### src/design/tve_consts.vh
// Timing, width and depth constants for the video output block.
`ifndef TVE_CONSTS_VH
`define TVE_CONSTS_VH
`define TVE_PIX_CLK_KHZ 32'h0000_6978
`define TVE_DATA_W 8
`define TVE_FIFO_DEPTH 16
`define TVE_FIFO_AW 4
`define TVE_H_ACTIVE 11'h5A0
`define TVE_H_BLANK 11'h114
`define TVE_V_LINES 9'h106
`define TVE_V_BLANK 9'h014
`define TVE_VS_TICKS 11'h008
`define TVE_LSB_LINE 10
`define TVE_MSB_LINE 17
`endif

### src/design/tve_video_out.v
// Video output timing generator and its pixel FIFO for a TV encoder.
// What this block does
// [RULE1] One 8-bit Y, U or V per pixel clock.
// [RULE2] Byte bits 7..0 go on lines 17..10.
// [RULE3] Outputs step on 27 MHz encoder pixel clock while enabled.
// [RULE4] Syncs and data ready are active low.
// [RULE5] Line sync falls each row, low one cycle.
// [RULE6] Field sync falls each field, low one+ cycles.
// [RULE7] Odd field: both sync falling edges coincide.
// [RULE8] Even field: field sync falls apart from line.
// [RULE9] Data moves only while line sync is high.
// [RULE10] Data ready low exactly on valid byte cycles.
// [RULE11] After reset: syncs high, data zero, until enabled.
`timescale 1ns/1ps
`default_nettype none
`include "tve_consts.vh"

module tve_fifo #(
  parameter W = `TVE_DATA_W,
  parameter DEPTH = `TVE_FIFO_DEPTH,
  parameter AW = `TVE_FIFO_AW
) (
  input wire clk,
  input wire rstn,
  input wire ce,
  input wire in_valid,
  input wire [W-1:0] in_data,
  output reg in_ready,
  output wire out_valid,
  output wire [W-1:0] out_data,
  input wire out_ready
);
  // Depth is cut to the counter's width on purpose; it fits in AW+1 bits.
  localparam [31:0] DEPTH_W = DEPTH;
  localparam [AW:0] FULL = DEPTH_W[AW:0];
  reg [W-1:0] mem [0:DEPTH-1];
  reg [AW-1:0] wr_ptr_reg;
  reg [AW-1:0] rd_ptr_reg;
  reg [AW:0] count_reg;
  reg [AW:0] count_next;
  wire push;
  wire pop;

  // Handshakes on both sides; pops only when data is held.
  assign push = in_valid & in_ready;
  assign pop = out_ready & out_valid;
  assign out_valid = (count_reg != {(AW+1){1'b0}});
  assign out_data = mem[rd_ptr_reg];

  // Occupancy after this cycle's push and pop.
  always @* begin
    count_next = count_reg;
    if (push && !pop) begin
      count_next = count_reg + {{AW{1'b0}}, 1'b1};
    end else if (pop && !push) begin
      count_next = count_reg - {{AW{1'b0}}, 1'b1};
    end
  end

  // Storage is written without reset; pointers and flags are reset.
  always @(posedge clk) begin
    if (ce && push) begin
      mem[wr_ptr_reg] <= in_data;
    end
  end

  // Pointer and occupancy update; ready is registered from next count.
  always @(posedge clk) begin
    if (!rstn) begin
      wr_ptr_reg <= {AW{1'b0}};
      rd_ptr_reg <= {AW{1'b0}};
      count_reg <= {(AW+1){1'b0}};
      in_ready <= 1'b0;
    end else if (ce) begin
      if (push) begin
        wr_ptr_reg <= wr_ptr_reg + {{(AW-1){1'b0}}, 1'b1};
      end
      if (pop) begin
        rd_ptr_reg <= rd_ptr_reg + {{(AW-1){1'b0}}, 1'b1};
      end
      count_reg <= count_next;
      in_ready <= (count_next != FULL);
    end
  end
endmodule

module tve_video_out #(
  parameter [10:0] H_ACTIVE = `TVE_H_ACTIVE,
  parameter [10:0] H_BLANK = `TVE_H_BLANK,
  parameter [8:0] V_LINES = `TVE_V_LINES,
  parameter [8:0] V_BLANK = `TVE_V_BLANK,
  parameter [10:0] VS_TICKS = `TVE_VS_TICKS,
  parameter FIFO_DEPTH = `TVE_FIFO_DEPTH,
  parameter FIFO_AW = `TVE_FIFO_AW
) (
  input wire clk,
  input wire rstn,
  input wire ce,
  input wire video_en,
  input wire encoder_pixel_clock,
  input wire pix_valid,
  input wire [7:0] pix_data,
  output wire pix_ready,
  output reg line_sync_n,
  output reg field_sync_n,
  output reg data_ready_n,
  output reg [`TVE_MSB_LINE:`TVE_LSB_LINE] video_data_lines
);
  localparam [10:0] H_LAST = H_ACTIVE + H_BLANK - 11'h001;
  localparam [10:0] H_HALF = (H_ACTIVE + H_BLANK) >> 1;
  localparam [8:0] V_LAST = V_LINES - 9'h001;
  localparam [10:0] VS_LOAD = VS_TICKS - 11'h001;

  reg pclk_s1_reg;
  reg pclk_s2_reg;
  reg pclk_s3_reg;
  reg [10:0] h_reg;
  reg [8:0] v_reg;
  reg odd_reg;
  reg [10:0] vs_cnt_reg;
  wire tick;
  wire active;
  wire fs_start;
  wire take;
  wire fifo_valid;
  wire [7:0] fifo_data;

  // Two-flop synchroniser on the pixel clock pin, then a rising edge
  // detector on the second stage only.
  always @(posedge clk) begin
    if (!rstn) begin
      pclk_s1_reg <= 1'b0;
      pclk_s2_reg <= 1'b0;
      pclk_s3_reg <= 1'b0;
    end else if (ce) begin
      pclk_s1_reg <= encoder_pixel_clock;
      pclk_s2_reg <= pclk_s1_reg;
      pclk_s3_reg <= pclk_s2_reg;
    end
  end

  // Every output update except pix_ready while video_en is high happens on a pixel clock rising edge.
  assign tick = pclk_s2_reg & ~pclk_s3_reg; // [RULE3]
  // Active area sits past horizontal blanking, so line sync is high.
  assign active = (v_reg >= V_BLANK) && (h_reg >= H_BLANK); // [RULE9]
  // Field sync falls with line sync for an odd field, mid-line if even.
  assign fs_start = (v_reg == 9'h000) &&
                    (odd_reg ? (h_reg == 11'h000) : // [RULE7]
                               (h_reg == H_HALF)); // [RULE8]
  // A byte leaves the FIFO only on an active pixel tick.
  assign take = tick & video_en & active;

  tve_fifo #(
    .W(8),
    .DEPTH(FIFO_DEPTH),
    .AW(FIFO_AW)
  ) u_fifo (
    .clk(clk),
    .rstn(rstn),
    .ce(ce),
    .in_valid(pix_valid),
    .in_data(pix_data),
    .in_ready(pix_ready),
    .out_valid(fifo_valid),
    .out_data(fifo_data),
    .out_ready(take)
  );

  // Raster counters, field parity and all pin outputs except pix_ready, which comes from the FIFO.
  always @(posedge clk) begin
    if (!rstn) begin
      h_reg <= 11'h000;
      v_reg <= 9'h000;
      odd_reg <= 1'b1;
      vs_cnt_reg <= 11'h000;
      line_sync_n <= 1'b1; // [RULE11]
      field_sync_n <= 1'b1;
      data_ready_n <= 1'b1;
      video_data_lines <= 8'h00;
    end else if (ce) begin
      if (!video_en) begin
        // Idle: restart at a new frame, outputs inactive.
        h_reg <= 11'h000;
        v_reg <= 9'h000;
        odd_reg <= 1'b1;
        vs_cnt_reg <= 11'h000;
        line_sync_n <= 1'b1; // [RULE11]
        field_sync_n <= 1'b1; // [RULE4]
        data_ready_n <= 1'b1;
        video_data_lines <= 8'h00;
      end else if (tick) begin
        if (h_reg == H_LAST) begin
          h_reg <= 11'h000;
          if (v_reg == V_LAST) begin
            v_reg <= 9'h000;
            odd_reg <= ~odd_reg;
          end else begin
            v_reg <= v_reg + 9'h001;
          end
        end else begin
          h_reg <= h_reg + 11'h001;
        end
        // Line sync is low for the single first tick of each row.
        line_sync_n <= (h_reg != 11'h000); // [RULE5] [RULE4]
        // Field sync is held low for VS_TICKS ticks from its edge.
        if (fs_start) begin
          field_sync_n <= 1'b0; // [RULE6]
          vs_cnt_reg <= VS_LOAD;
        end else if (vs_cnt_reg != 11'h000) begin
          field_sync_n <= 1'b0; // [RULE6]
          vs_cnt_reg <= vs_cnt_reg - 11'h001;
        end else begin
          field_sync_n <= 1'b1;
        end
        // One component byte per tick, bit 7 on the top line.
        if (active && fifo_valid) begin
          video_data_lines <= fifo_data; // [RULE1] [RULE2]
          data_ready_n <= 1'b0; // [RULE10]
        end else begin
          video_data_lines <= 8'h00;
          data_ready_n <= 1'b1; // [RULE10] [RULE9]
        end
      end
    end
  end
endmodule

`default_nettype wire

### config.mk
export PLATFORM = sky130hd
export DESIGN_NAME = tve_video_out
export DESIGN_NICKNAME = d
export VERILOG_FILES = /design/src/design/tve_video_out.v
export VERILOG_INCLUDE_DIRS = /design/src /design/src/design
export SDC_FILE = /design/constraint.sdc
export NUM_CORES = 1
export LEC_CHECK = 0
export ABC_CLOCK_PERIOD_IN_PS = 6600
export BUFFER_PORTS_ARGS = -buffer_cell sky130_fd_sc_hd__buf_2
export CORE_MARGIN = 1
export CORE_UTILIZATION = 59
export CTS_CLUSTER_SIZE = 12
export DETAILED_ROUTE_END_ITERATION = 8
export PLACE_DENSITY = 0.76
export RECOVER_POWER = 100
export SYNTH_ARGS = -nofsm -noshare
export SYNTH_HDL_FRONTEND = slang
export SYNTH_SLANG_ARGS = --single-unit
### constraint.sdc
create_clock -name clk -period 6.6 [get_ports clk]
set_input_delay 0.66 -clock clk [delete_from_list [all_inputs] [get_ports clk]]
set_output_delay 0.66 -clock clk [all_outputs]
set_load 0.01 [all_outputs]
==> metrics.cfg, run 1 <==
[outcome]
status = complete, but fails checks
violations = capacitance limit, slew limit

[worst_setup_path]
critical_path_class = input port to flip-flop
cp_max_fo = 15
start_kind = input port
cp-end-kind = flip-flop
required_ps = 6970
cp.arrival_ps = 3650

[clock_network]
clock_latency_ps = 430
cts_tree = done
postCtsHoldBufs = 0
numClockSinks = 192
root_buffer = clkbuf_16
post_cts_buffers = 0
cts_max_path_buffers = 2
clk_pin_slew_ps = 70
cts-resized-gates = 0
cts_htree_levels = 4
cts_buffers = 17

[grt]
grtUsageTotal_pct = 24.5
grt_pass1_vias = 4736
grt_overflow = 0
grt_max_degree = 42
grt_antenna_before_repair = 0
grt_pass1_wl_um = 25800

[floorplanning]
dieArea_um2 = 14300
chipWidth_um = 120
rows = 42
io_pins = 26
core-area_um2 = 13300
start_util_pct = 61.1
die_h_um = 120

[place]
gp_congestion = 0.880
io_buffers = 25
place_area_um2 = 8420
dp_hpwl_um = 10800

[synthesis]
yosysSeqAreaShare_pct = 62.9
avgSynthCellArea_um2 = 14.2
yosysWarnings = 0
synthesis.nets = 601
synth_enable_flop_cells = 128
async_reset_ff_share_pct = 0
synth_ff_type = edfxtp_1
synth-seq-cells = 192
netlist_area_um2 = 8150
synth.distinct_cells = 63
syn_inst = 573

[route]
vias_per_cell = 6.11
vias = 4798
dr_wl_met3_um = 726
ant_nets = 0
wl_um = 16200
routed.top_layer = met4
drtPass1Iterations = 5
wirelength_met1_um = 7420
met2_length_um = 7850
drcViolationCount = 0
wire_per_inst_um = 20.6
dr.first_iter.drc_count = 421

[sta]
fmax_mhz = 305
worst_pin_slew_ps = 1600
slew_headroom_pct = -8.13
slew_violations = 58
finalCritPeriodShare_pct = 49.7
hold_violations = 0
rsz0062_at_grt = false
skew_ps = 11.1
fin_crit_ps = 3280
final-setup-viol-count = 0
hold_ws_ps = 495
fin_tns_setup_ps = 0

[final_layout]
antennaDiodeCount = 0
largest_reg_flops = 128
num-nets-final = 625
multiInputGateArea_um2 = 2860
syn2layout_area_growth_pct = 9.62
final_layout_size_suffix_gt1_share_pct = 13.6
final_common_cell = edfxtp_1
fin_area_um2 = 8940
fill_cells = 948
mostFrequentLayoutCells = 128 x edfxtp_1, 63 x dfxtp_1, 40 x mux4_2
seq_area_um2 = 5130

[pwr]
irDropWorstVdd_v = 0.000211
leakage_nw = 2.85
power_density_nw_per_um2 = 267
p_total_mw = 2.38

[job]
drv_cap = 2

[worst_hold_path]
hp-class = flip-flop to flip-flop

## logic make-up (layout without fill, tap and decap cells)
family	Yosys count	count (layout)	synth area share [%]
buffers and inverters	36	72	1.87
AND/OR/NAND/NOR	185	185	12.6
adder cells (fa/ha/maj)	14	14	2.15
AO/OA/AOI/OAI	77	77	6.25
flip-flops	192	192	62.9
multiplexers	46	46	11.8
XOR/XNOR	23	23	2.47
## per-layer routing
layer	vias to the layer above	global-route usage (%)
met5	-	0
met3	15	4.56
li1	2227	-
met2	130	38.2
met1	2426	35.1
met4	0	7.89
## worst max-delay path: stages
cell	delay (ps)
clkbuf_1	480
o21ai_0	740
a211oi_1	820
o21ai_0	370
or4_1	490
nand2_1	90
## worst paths after layout
kind	from	end	slack, ps	cells after the start
max reg2reg	pclk_s2_reg$_SDFFE_PN0P_	vs_cnt_reg[9]$_SDFFE_PN0P_	3420	6
min	vs_cnt_reg[10]$_SDFFE_PN0P_	vs_cnt_reg[10]$_SDFFE_PN0P_	490	2
max	ce	vs_cnt_reg[9]$_SDFFE_PN0P_	3320	6
min reg2reg	vs_cnt_reg[10]$_SDFFE_PN0P_	vs_cnt_reg[10]$_SDFFE_PN0P_	490	2
## power breakdown
group          switching [mW]  internal, mW  leakage [nW]  total (mW)
Sequential            0.00770          1.29          1.67        1.30
Combinational          0.0590        0.0296         0.913      0.0886
Clock                   0.466         0.533         0.272       0.999
Total                   0.533          1.85          2.85        2.38
## metrics by stage
| stage | setup WS [ps] | utilization, % | std cells |
|---|---|---|---|
| finish | 3320 | 67.0 | 785 |
| global route | 2950 | 67.0 | 785 |
| CTS | 4170 | 67.4 | 785 |
| detailed placement | 3940 | 63.1 | 754 |
| global placement | 4040 | 63.1 | 754 |
| floorplan | 4490 | - | 573 |
## area by class of cell
cell class | count | share of cell area, %
Clock buffer | 17 | 4.76
Clock inverter | 14 | 1.62
Inverter | 13 | 0.546
Multi-Input combinational cell | 345 | 32.0
Sequential cell | 192 | 57.3
Tap cell | 176 | 2.46
Timing Repair Buffer | 28 | 1.30
## synth_stat cells, drive strengths merged, types with 2 or more instances
library cell  number  area, µm²
edfxtp           128       3840
dfxtp             64       1280
mux4              40        901
nor2              38        143
nand2             33        124
and2              26        163
o21ai             25        133
nor2b             18        113
xor2              16        140
ha                14        175
a21oi             13       65.1
buf               12       62.6
inv               12       45.0
clkbuf            11       41.3
nand4             11       75.1
a22oi              9       67.6
nor3               9       45.0
a21boi             8       60.1
nand3              8       40.0
or3                7       43.8
xnor2              7       61.3
and3               6       37.5
mux2i              6       60.1
or4                5       37.5
nor4               4       40.0
nor4b              4       41.3
o211ai             4       30.0
or2                4       27.5
a31oi              3       18.8
a211oi             2       27.5
and4               2       17.5
nand3b             2       15.0
nand4b             2       17.5
nor3b              2       15.0
o21a               2       15.0
o31ai              2       15.0
No activity file was read; power rests on OpenSTA's default activity.
==> run 2: changes to the inputs <==
--- a/config.mk
+++ b/config.mk
@@ -6,10 +6,10 @@
 export SDC_FILE = /design/constraint.sdc
 export NUM_CORES = 1
 export LEC_CHECK = 0
-export ABC_CLOCK_PERIOD_IN_PS = 6600
+export ABC_CLOCK_PERIOD_IN_PS = 2900
 export BUFFER_PORTS_ARGS = -buffer_cell sky130_fd_sc_hd__buf_2
 export CORE_MARGIN = 1
-export CORE_UTILIZATION = 59
+export CORE_UTILIZATION = 56
 export CTS_CLUSTER_SIZE = 12
 export DETAILED_ROUTE_END_ITERATION = 8
 export PLACE_DENSITY = 0.76
==> constraint.sdc (replaced) <==
create_clock -name clk -period 2.9 [get_ports clk]
set_input_delay 0.29 -clock clk [delete_from_list [all_inputs] [get_ports clk]]
set_output_delay 0.29 -clock clk [all_outputs]
set_load 0.01 [all_outputs]
==> metrics.cfg, run 2 (synthesis results as in run 1) <==
[route]
drtPass1Iterations = 5  ; unchanged
wl_um = 16100  ; -0.53%
drcViolationCount = 0  ; unchanged
vias = 4874  ; +1.6%
vias_per_cell = 6.15  ; +0.69%
ant_nets = 0  ; unchanged
dr.first_iter.drc_count = 440  ; +4.5%
wire_per_inst_um = 20.3  ; -1.4%

[pwr]
power_density_nw_per_um2 = 614  ; +130%
pwr-share-seq_pct = 53.4  ; -1.0 points
leakage_nw = 2.89  ; +1.4%
power_switching_mw = 1.23  ; +130%
switching_share_pct = 22.2  ; -0.20 points
irDropWorstVdd_v = 0.000428  ; +100%
clkPwrFrac_pct = 42.8  ; +0.9 points
p_total_mw = 5.53  ; +130%
p_int_mw = 4.30  ; +130%
combPwrFrac_pct = 3.8  ; about the same

[clock_network]
clk_pin_slew_ps = 70  ; about the same
postCtsHoldBufs = 0  ; unchanged
root_buffer = clkbuf_16
cts_tree = done
numClockSinks = 192  ; unchanged
cts_max_path_buffers = 2  ; unchanged
clock_latency_ps = 430  ; about the same
post_cts_buffers = 0  ; unchanged
cts-resized-gates = 0  ; unchanged
cts_buffers = 17  ; unchanged
cts_htree_levels = 4  ; unchanged

[job]
drv_cap = 0  ; -2

[grt]
grt_overflow = 0  ; unchanged
grt_max_degree = 41  ; -2.4%
grt_pass1_wl_um = 25200  ; -2.2%
grt_pass1_vias = 4758  ; +0.46%
grt_antenna_before_repair = 0  ; unchanged
grtUsageTotal_pct = 23.1  ; -1.3 points

[final_layout]
final_common_cell = edfxtp_1
multiInputGateArea_um2 = 2870  ; +0.35%
largest_reg_flops = 128  ; unchanged
final_layout_size_suffix_gt1_share_pct = 14.7  ; +1.1 points
antennaDiodeCount = 0  ; unchanged
seq_area_um2 = 5120  ; about the same
num-nets-final = 627  ; +0.32%
syn2layout_area_growth_pct = 10.4
fill_cells = 981  ; +3.5%
mostFrequentLayoutCells = 128 x edfxtp_1, 64 x dfxtp_1, 40 x mux4_2

[floorplanning]
chipWidth_um = 123  ; +2.6%
rows = 43  ; +2.4%
core-area_um2 = 14000  ; +5.2%
io_pins = 26  ; unchanged
die_h_um = 123  ; +2.6%
dieArea_um2 = 15000  ; +5.3%
start_util_pct = 58.1  ; -3.0 points

[worst_setup_path]
critical_path_class = flip-flop to flip-flop
cp_max_fo = 6  ; -9
cp-end-kind = flip-flop
cp.arrival_ps = 2850  ; -800 ps
required_ps = 3250  ; -3720 ps
start_kind = flip-flop

[place]
gp_congestion = 0.869  ; -1.3%
dp_hpwl_um = 10500  ; -2.4%
io_buffers = 25  ; unchanged

[sta]
hold_violations = 0  ; unchanged
skew_ps = 11.1  ; -0.0260 ps
fin_crit_ps = 2500
finalCritPeriodShare_pct = 86.2
slew_headroom_pct = 44.9  ; +53 points
slew_violations = 0  ; -100%
final-setup-viol-count = 0  ; unchanged
rsz0062_at_grt = false
fmax_mhz = 400
fin_tns_setup_ps = 0  ; unchanged
worst_pin_slew_ps = 819  ; -786 ps

[outcome]
status = finished, final reports clean

[worst_hold_path]
hp-class = input port to flip-flop

run 2: power groups by stage:
stage | logic (mW) | registers, mW | clock network, mW
2_1_floorplan | 0.141 | 3.01 | 0
3_3_place_gp | 0.200 | 3.01 | 0
3_5_place_dp | 0.214 | 3.01 | 0
4_1_cts | 0.217 | 2.95 | 2.38
5_1_grt | 0.233 | 2.95 | 2.49
6_report | 0.212 | 2.95 | 2.36
run 2: area by class of cell:
| cell class | instances | share of cell area (%) |
|---|---|---|
| tap | 180 | 2.50 |
| clock buffer | 17 | 4.73 |
| timing repair buffer | 30 | 1.53 |
| sequential | 192 | 56.9 |
| clock inverter | 15 | 1.92 |
| multi-input combinational | 345 | 31.8 |
| inverter | 13 | 0.542 |
run 2: path summary, 6_finish.rpt:
kind | from | to | slack [ps] | cells past startpoint
worst max-delay path | vs_cnt_reg[0]$_SDFFE_PN0P_ | vs_cnt_reg[7]$_SDFFE_PN0P_ | 400 | 8
worst max register to register | vs_cnt_reg[0]$_SDFFE_PN0P_ | vs_cnt_reg[7]$_SDFFE_PN0P_ | 400 | 8
worst min-delay path | encoder_pixel_clock | pclk_s1_reg$_SDFFE_PN0P_ | 120 | 3
worst min register to register | vs_cnt_reg[10]$_SDFFE_PN0P_ | vs_cnt_reg[10]$_SDFFE_PN0P_ | 490 | 2
run 2: per-stage QoR:
step	instances	hold WS (ps)	area [µm²]	utilization (%)	setup slack, ps
detailed placement	760	459	8450	60.2	563
CTS	792	113	9050	64.4	532
finish	792	122	9000	64.1	401
global route	792	166	9000	64.1	188
floorplan	573	389	8150	-	787
global placement	760	451	8450	60.2	615
run 2: worst max-delay path, stage by stage, from the launching register on:
cell	delay, ps
dfxtp_1	350
inv_1	70
ha_1	200
or4b_1	560
nor4_1	260
a21oi_1	190
o21ai_0	500
o21ai_0	150
a21oi_1	150
run 2: layer usage:
| metal | routed length (µm) | track usage [%] | share of wire (%) | up-vias |
|---|---|---|---|---|
| met2 | 7900 | 37.5 | 49 | 174 |
| met3 | 1030 | 5.76 | 6.4 | 22 |
| met5 | 0 | 0 | 0 | - |
| li1 | - | - | - | 2233 |
| met1 | 6960 | 31.0 | 43 | 2445 |
| met4 | 223 | 6.71 | 1.4 | 0 |
